===== config.mk =====
export PLATFORM = sky130hd
export DESIGN_NAME = gpt_timer
export DESIGN_NICKNAME = d
export VERILOG_FILES = /design/src/logic/gpt_pkg.sv /design/src/logic/gpt_timer.sv /design/src/logic/gpt_rtc_div.sv
export SDC_FILE = /design/constraint.sdc
export NUM_CORES = 1
export LEC_CHECK = 0
export ABC_AREA = 1
export BUFFER_PORTS_ARGS = -buffer_cell sky130_fd_sc_hd__buf_2
export CORE_AREA = 2 2 187 152
export DETAILED_ROUTE_END_ITERATION = 6
export DIE_AREA = 0 0 189 154
export PLACE_DENSITY = 0.72
export SYNTH_ARGS = -nofsm -noshare
export SYNTH_HDL_FRONTEND = slang
export SYNTH_SLANG_ARGS = --single-unit

===== constraint.sdc =====
create_clock -name core_clk -period 6.08 [get_ports core_clk]
set_clock_uncertainty 0.15 [all_clocks]
set_input_delay 0.912 -clock core_clk [delete_from_list [all_inputs] [get_ports core_clk]]
set_output_delay 0.912 -clock core_clk [all_outputs]
set_load 0.005 [all_outputs]

===== src/logic/gpt_pkg.sv =====
// package: constants and types for the 32-bit general timer
package gpt_pkg;
   localparam logic [2:0] GPT_CFG_32BIT = 3'h0;
   localparam logic [2:0] GPT_CFG_RTC = 3'h1;
   localparam logic [2:0] GPT_CFG_RESET = 3'h0;
   localparam logic [1:0] GPT_MODE_ONESHOT = 2'h1;
   localparam logic [1:0] GPT_MODE_PERIODIC = 2'h2;
   localparam logic [1:0] GPT_MODE_RESET = 2'h0;
   localparam logic [15:0] GPT_HALF_RESET = 16'hFFFF;
   localparam logic [7:0] GPT_PRESCALE_RESET = 8'h00;
   localparam logic [31:0] GPT_RTC_START = 32'h0000_0001;
   localparam logic [31:0] GPT_ZERO = 32'h0000_0000;
   // rtc input clock and target rate
   localparam int GPT_RTC_IN_HZ = 32768;
   localparam int GPT_RTC_OUT_HZ = 1;
   localparam int GPT_RTC_DIV = GPT_RTC_IN_HZ / GPT_RTC_OUT_HZ;
   localparam logic [14:0] GPT_RTC_DIV_LAST = 15'(GPT_RTC_DIV - 1);

   typedef enum logic [1:0] {
      GPT_ST_IDLE = 2'b00,
      GPT_ST_COUNT = 2'b01,
      GPT_ST_RTC = 2'b10
   } gpt_state_t;

   // software control bits
   typedef struct packed {
      logic [2:0] config_sel;
      logic [1:0] half_a_mode;
      logic [1:0] half_b_mode;
      logic half_a_enable;
      logic half_a_debug_stall;
      logic half_b_debug_stall;
      logic clock_mode_enable;
      logic timeout_mask;
      logic match_mask;
   } gpt_ctrl_t;

   // status flags
   typedef struct packed {
      logic half_a_timeout_raw;
      logic half_a_timeout_masked;
      logic clock_match_raw;
      logic clock_match_masked;
   } gpt_status_t;
endpackage : gpt_pkg


===== src/logic/gpt_timer.sv =====
// module: 32-bit general timer (one-shot, periodic, real-time clock)
module gpt_timer (
   // clock and reset
   input wire logic core_clk,
   input wire logic rst,
   // software control
   input wire gpt_pkg::gpt_ctrl_t ctrl_in,
   input wire logic ctrl_write,
   input wire logic load_write,
   input wire logic [31:0] load_data,
   input wire logic match_write,
   input wire logic [31:0] match_data,
   input wire logic prescale_write,
   input wire logic [15:0] prescale_data,
   input wire logic timeout_clear,
   input wire logic clock_match_clear,
   // system
   input wire logic debug_halt,
   input wire logic capture_pin_0,
   // status and data out
   output gpt_pkg::gpt_ctrl_t ctrl_out,
   output gpt_pkg::gpt_status_t status,
   output logic [31:0] half_a_value_reg,
   output logic [15:0] half_a_load_reg,
   output logic [15:0] half_b_load_reg,
   output logic [7:0] half_a_prescale_reg,
   output logic [7:0] half_b_prescale_reg,
   output logic [31:0] half_a_match_reg,
   output logic controller_irq,
   output logic trigger
);
   import gpt_pkg::*;

   // ==========================================================
   // state
   // ==========================================================
   gpt_ctrl_t ctrl_reg;
   gpt_status_t status_reg;
   gpt_state_t state_reg;
   logic [15:0] half_a_count_reg;
   logic [15:0] half_b_count_reg;
   logic rtc_seen_reg;
   logic rtc_tick;
   logic reload_pend_reg;
   logic [31:0] count;
   logic [31:0] load_val;
   logic stalled;
   logic rtc_mode;
   logic zero_hit;
   logic rtc_hit;

   assign count = {half_b_count_reg, half_a_count_reg};
   assign load_val = {half_b_load_reg, half_a_load_reg};
   assign rtc_mode = (ctrl_reg.config_sel == GPT_CFG_RTC);
   assign stalled = debug_halt && (ctrl_reg.half_a_debug_stall || ctrl_reg.half_b_debug_stall)
                    && !ctrl_reg.clock_mode_enable;
   assign zero_hit = (state_reg == GPT_ST_COUNT) && ctrl_reg.half_a_enable && !stalled && !reload_pend_reg
                     && (count == GPT_ZERO);
   assign rtc_hit = (state_reg == GPT_ST_RTC) && rtc_tick && (count == half_a_match_reg);

   // divider from the even capture pin
   gpt_rtc_div u_div (
      .core_clk(core_clk),
      .rst(rst),
      .run(state_reg == GPT_ST_RTC),
      .clk_in(capture_pin_0),
      .tick(rtc_tick)
   );

   // ==========================================================
   // control register
   // ==========================================================
   always_ff @(posedge core_clk or posedge rst) begin
      if (rst) begin
         ctrl_reg <= '0;
      end else if (ctrl_write) begin
         ctrl_reg <= ctrl_in;
      end else if (state_reg == GPT_ST_IDLE && reload_pend_reg == 1'b0 && zero_hit) begin
         ctrl_reg.half_a_enable <= 1'b0;
      end else if (reload_pend_reg && ctrl_reg.half_a_mode != GPT_MODE_PERIODIC
                   && !rtc_mode) begin
         ctrl_reg.half_a_enable <= 1'b0;
      end
   end

   // ==========================================================
   // load, match, prescale registers
   // ==========================================================
   always_ff @(posedge core_clk or posedge rst) begin
      if (rst) begin
         half_a_load_reg <= GPT_HALF_RESET;
         half_b_load_reg <= GPT_HALF_RESET;
      end else if (load_write) begin
         half_a_load_reg <= load_data[15:0];
         half_b_load_reg <= load_data[31:16];
      end
   end

   always_ff @(posedge core_clk or posedge rst) begin
      if (rst) begin
         half_a_match_reg <= GPT_ZERO;
      end else if (match_write) begin
         half_a_match_reg <= match_data;
      end
   end

   always_ff @(posedge core_clk or posedge rst) begin
      if (rst) begin
         half_a_prescale_reg <= GPT_PRESCALE_RESET;
         half_b_prescale_reg <= GPT_PRESCALE_RESET;
      end else if (prescale_write) begin
         half_a_prescale_reg <= prescale_data[7:0];
         half_b_prescale_reg <= prescale_data[15:8];
      end
   end

   // ==========================================================
   // mode state machine
   // ==========================================================
   always_ff @(posedge core_clk or posedge rst) begin
      if (rst) begin
         state_reg <= GPT_ST_IDLE;
      end else begin
         unique case (state_reg)
            GPT_ST_IDLE: begin
               if (ctrl_reg.half_a_enable && ctrl_reg.config_sel == GPT_CFG_32BIT) begin
                  state_reg <= GPT_ST_COUNT;
               end else if (ctrl_reg.half_a_enable && rtc_mode) begin
                  state_reg <= GPT_ST_RTC;
               end
            end
            GPT_ST_COUNT: begin
               if (!ctrl_reg.half_a_enable || ctrl_reg.config_sel != GPT_CFG_32BIT) begin
                  state_reg <= GPT_ST_IDLE;
               end
            end
            GPT_ST_RTC: begin
               if (!ctrl_reg.half_a_enable || !rtc_mode) begin
                  state_reg <= GPT_ST_IDLE;
               end
            end
            default: begin
               state_reg <= GPT_ST_IDLE;
            end
         endcase
      end
   end

   // ==========================================================
   // counter
   // ==========================================================
   always_ff @(posedge core_clk or posedge rst) begin
      if (rst) begin
         reload_pend_reg <= 1'b0;
      end else begin
         reload_pend_reg <= zero_hit;
      end
   end

   always_ff @(posedge core_clk or posedge rst) begin
      if (rst) begin
         rtc_seen_reg <= 1'b0;
      end else begin
         rtc_seen_reg <= rtc_mode;
      end
   end

   always_ff @(posedge core_clk or posedge rst) begin
      if (rst) begin
         half_a_count_reg <= GPT_HALF_RESET;
         half_b_count_reg <= GPT_HALF_RESET;
      end else if (rtc_mode && !rtc_seen_reg) begin
         {half_b_count_reg, half_a_count_reg} <= GPT_RTC_START;
      end else if (load_write && !rtc_mode) begin
         {half_b_count_reg, half_a_count_reg} <= load_data;
      end else if (state_reg == GPT_ST_COUNT) begin
         if (reload_pend_reg) begin
            {half_b_count_reg, half_a_count_reg} <= load_val;
         end else if (ctrl_reg.half_a_enable && !stalled && count != GPT_ZERO) begin
            // no step once a one-shot has cleared its enable
            {half_b_count_reg, half_a_count_reg} <= count - 32'h0000_0001;
         end
      end else if (state_reg == GPT_ST_RTC && rtc_tick) begin
         if (rtc_hit) begin
            {half_b_count_reg, half_a_count_reg} <= GPT_ZERO;
         end else begin
            {half_b_count_reg, half_a_count_reg} <= count + 32'h0000_0001;
         end
      end
   end

   // ==========================================================
   // status flags, set wins over clear
   // ==========================================================
   always_ff @(posedge core_clk or posedge rst) begin
      if (rst) begin
         status_reg <= '0;
      end else begin
         if (zero_hit) begin
            status_reg.half_a_timeout_raw <= 1'b1;
         end else if (timeout_clear) begin
            status_reg.half_a_timeout_raw <= 1'b0;
         end
         if (zero_hit && ctrl_reg.timeout_mask) begin
            status_reg.half_a_timeout_masked <= 1'b1;
         end else if (timeout_clear || !ctrl_reg.timeout_mask) begin
            status_reg.half_a_timeout_masked <= 1'b0;
         end
         if (rtc_hit) begin
            status_reg.clock_match_raw <= 1'b1;
         end else if (clock_match_clear) begin
            status_reg.clock_match_raw <= 1'b0;
         end
         if (rtc_hit && ctrl_reg.match_mask) begin
            status_reg.clock_match_masked <= 1'b1;
         end else if (clock_match_clear || !ctrl_reg.match_mask) begin
            status_reg.clock_match_masked <= 1'b0;
         end
      end
   end

   // ==========================================================
   // registered outputs
   // ==========================================================
   always_ff @(posedge core_clk or posedge rst) begin
      if (rst) begin
         trigger <= 1'b0;
         controller_irq <= 1'b0;
         half_a_value_reg <= {GPT_HALF_RESET, GPT_HALF_RESET};
      end else begin
         trigger <= zero_hit;
         controller_irq <= (status_reg.half_a_timeout_raw && ctrl_reg.timeout_mask)
                           || (status_reg.clock_match_raw && ctrl_reg.match_mask);
         half_a_value_reg <= count;
      end
   end

   assign ctrl_out = ctrl_reg;
   assign status = status_reg;
endmodule : gpt_timer


===== src/logic/gpt_rtc_div.sv =====
// module: rtc input edge detector and divide-by-32768 to a 1 Hz enable
module gpt_rtc_div (
   // clock and reset
   input wire logic core_clk,
   input wire logic rst,
   // control
   input wire logic run,
   input wire logic clk_in,
   // output enable pulse
   output logic tick
);
   import gpt_pkg::*;

   logic in_d_reg;
   logic [14:0] div_reg;

   always_ff @(posedge core_clk or posedge rst) begin
      if (rst) begin
         in_d_reg <= 1'b0;
      end else begin
         in_d_reg <= clk_in;
      end
   end

   // count rising edges of the 32.768 kHz input
   always_ff @(posedge core_clk or posedge rst) begin
      if (rst) begin
         div_reg <= '0;
         tick <= 1'b0;
      end else if (!run) begin
         div_reg <= '0;
         tick <= 1'b0;
      end else if (clk_in && !in_d_reg) begin
         div_reg <= (div_reg == GPT_RTC_DIV_LAST) ? 15'h0000 : div_reg + 15'h0001;
         tick <= (div_reg == GPT_RTC_DIV_LAST);
      end else begin
         tick <= 1'b0;
      end
   end
endmodule : gpt_rtc_div


==> flow_metrics.py <==
metrics = {
    "timing": {
        "fin_crit_sh_pct": 50.83,
        "whs_ps": 267.8,
        "setup_tns_ps": 0,
        "final_hold_viol_count": 0,
        "relSlewSlack_pct": 42.57,
        "tightest_slew_ps": 860.4,
        "grt_setup_unrepaired": "false",
        "fin_crit_ps": 3090,
        "finalMaxSlewViolations": 0,
        "setup_violations": 0,
        "setup_slack_ps": 2990,
        "fmax_ghz": 0.3236,
    },
    "die": {
        "num_rows": 54,
        "die_w_um": 189,
        "die_y_um": 154,
        "start_util_pct": 39.83,
        "core-area_um2": 27090,
        "die_area_um2": 29110,
        "io_pins": 234,
    },
    "worst_setup_path": {
        "setup.worst_path.end_class": "flop",
        "cp-start-kind": "flop",
        "critical_path_arrival_ps": 3330,
        "crit_path_frequent_cell": "nand2_1",
        "slowest_delay_ps": 560,
        "crit_chain": "nor3_2 > inv_2 > nand2_1 > buf_4 > nand4_1 > nand2_2 > a22oi_1 > nand2_1",
        "path_max_fanout": 34,
        "path_buf_inv": 2,
        "crit_type": "reg2reg",
        "slowest_stage": "nand2_2",
        "reg2reg_slack_ps": 2990,
        "required_ps": 6320,
        "cp_top_family": "simple AND/OR/NAND/NOR gates",
    },
    "synth": {
        "seq_area_frac_synth_pct": 43.55,
        "syn_inst": 1463,
        "synth_common_cells": "498 x nand2_1, 174 x nor2_1, 127 x inv_1",
        "ys_seq_elements": 183,
        "yosysMostFrequentCell": "nand2_1",
        "synth-edff-count": 0,
        "syn_nets": 1569,
        "ys_types": 43,
        "synth_area_um2": 10790,
        "synthArstFlopShare_pct": 100.0,
        "synth_area_per_cell_um2": 7.375,
        "synth.area.top_cells": "dfstp_2 23%, dfrtp_1 20%, nand2_1 17%, nor2_1 6.1%, inv_1 4.4%",
        "synth_top_area_share_pct": 23.38,
        "synth_top_area_cell": "dfstp_2",
        "yosysWarnings": 0,
        "synth_flop_cell": "dfstp_2",
    },
    "drt": {
        "routedWlPerCell_um": 17.17,
        "via_count": 10350,
        "dr.pass1.iters": 6,
        "avgViaCountPerCell": 5.095,
        "drt-initial-drc-count": 996,
        "drc": 0,
        "routed_wirelength_um": 34880,
        "drtAntennaViolNets": 0,
    },
    "pwr": {
        "leakagePower_nw": 6.209,
        "p_total_w": 0.004203,
        "powerDensity_nw_per_um2": 332.2,
        "ir_drop_mv": 0.2006,
    },
    "cts": {
        "postCtsSetupBuffers": 0,
        "cts_buffers": 17,
        "clockBufferDepth": 2,
        "cts-resized-gates": 0,
        "cts.sinks": 183,
        "cts_hold_buf": 0,
        "root_buffer": "clkbuf_16",
        "tritoncts": "built",
        "h-tree-depth": 4,
        "clkTransAtPathRegs_ps": 70,
        "clk_latency_ps": 450,
    },
    "global_routing": {
        "grt_pass1_wl_um": 55190,
        "grtUsageTotal_pct": 24.33,
        "grt_max_degree": 64,
        "grt_overflow": 0,
        "grt_pass1_vias": 10140,
        "grt_antenna_before_repair": 3,
    },
    "status": {
        "outcome": "completed",
    },
    "placement": {
        "place.gp.congestion": 0.9431,
        "portBuffers": 233,
        "hpwl_um": 26560,
        "pre_cts_ws_ps": 2605,
        "place_area_um2": 12070,
    },
    "worst_hold_path": {
        "hp-class": "reg2reg",
    },
    "final_layout": {
        "seq_area_um2": 4700,
        "area_growth_pct": 17.27,
        "multi_input_area_um2": 5180,
        "fillCellCount": 2730,
        "layout-drive-gt1-share_pct": 27.25,
        "design_area_um2": 12650,
        "final_nets": 1759,
    },
    "job": {
        "cap_violations": 0,
    },
}
==> kinds of logic after synthesis <==
logic type	after synthesis	synth area share [%]
buffers and inverters	205	8.442
adders and majority gates	3	0.3479
and+or+nand+nor	846	33.26
xor gates and xnor gates	45	3.653
AOI/OAI and AO/OA	146	7.108
DFF	183	43.55
muxes	35	3.641
==> path summary, 6_finish.rpt <==
| kind | cells after the start | to | start |
|---|---|---|---|
| max in group asynchronous | 3 | half_a_match_reg[6] | rst |
| hold reg to reg | 0 | half_a_value_reg[0] | half_a_count_reg[0] |
| setup / recovery | 8 | half_a_count_reg[0] | ctrl_out[11] |
| hold / removal | 0 | half_a_value_reg[0] | half_a_count_reg[0] |
| setup reg to reg | 8 | half_a_count_reg[0] | ctrl_out[11] |
| min in group asynchronous | 2 | half_a_match_reg[17] | rst |
==> metrics by stage <==
stage | utilization (%) | std cells
after floorplan | - | 1463
after global placement | 44.53 | 1998
after detailed placement | 44.53 | 1998
after CTS | 46.69 | 2030
after global routing | 46.70 | 2031
final | 46.70 | 2031
==> final cells by class <==
type                    instances  area share, %
multi-input cells            1075          40.94
inverters                     137          4.104
clock buffers                  18          3.471
well taps                     364          3.599
repair buffers                239          9.572
diodes                          1        0.01978
flip-flops and latches        183          37.14
clock inverters                14          1.157
==> worst register-to-register path: stages (launching register included) <==
cell and delay (ps):
dfrtp_1 430, nor3_2 300, inv_2 170, nand2_1 450, buf_4 450, nand4_1 260, nand2_2 560, a22oi_1 170
nand2_1 100
==> power breakdown <==
part	total, W	leakage, nW	internal (W)	switching, W
Clock	0.00114	0.286	0.000619	0.000517
Combinational	0.00120	3.83	0.000447	0.000749
Sequential	0.00187	2.09	0.00153	0.000346
Total	0.00420	6.21	0.00259	0.00161
==> metal layers <==
metal / routed length (µm) / vias to the layer above / global-route usage [%]
li1: - / 4979 / -
met1: 15260 / 4882 / 32.56
met2: 15920 / 435 / 38.85
met3: 2998 / 50 / 6.072
met4: 687 / 2 / 7.366
met5: 16 / - / 0
==> layout by cell type (no fill, tap or decap), types with 3 or more instances in the layout <==
cell | netlist | layout
a211oi_1 | 4 | 4
a21oi_1 | 65 | 65
and2_1 | 3 | 3
buf_2 | 17 | 233
buf_4 | 11 | 6
clkbuf_16 | 0 | 17
clkinv_1 | 2 | 4
clkinv_4 | 0 | 4
dfrtp_1 | 87 | 87
dfstp_2 | 96 | 96
ha_1 | 3 | 3
inv_1 | 127 | 126
inv_2 | 8 | 8
inv_6 | 0 | 4
mux2_2 | 34 | 34
nand2_1 | 498 | 498
nand2_2 | 3 | 3
nand3_1 | 67 | 67
nand4_1 | 21 | 21
nor2_1 | 174 | 174
nor2_2 | 21 | 21
nor2_4 | 9 | 9
nor3_1 | 31 | 31
nor3_2 | 4 | 4
nor4_1 | 3 | 3
o211ai_1 | 3 | 3
o21ai_0 | 66 | 66
o21ai_1 | 4 | 4
or2_2 | 3 | 3
xnor2_1 | 21 | 21
xor2_1 | 24 | 24
Note: power is estimated with default switching activity, not from simulation.
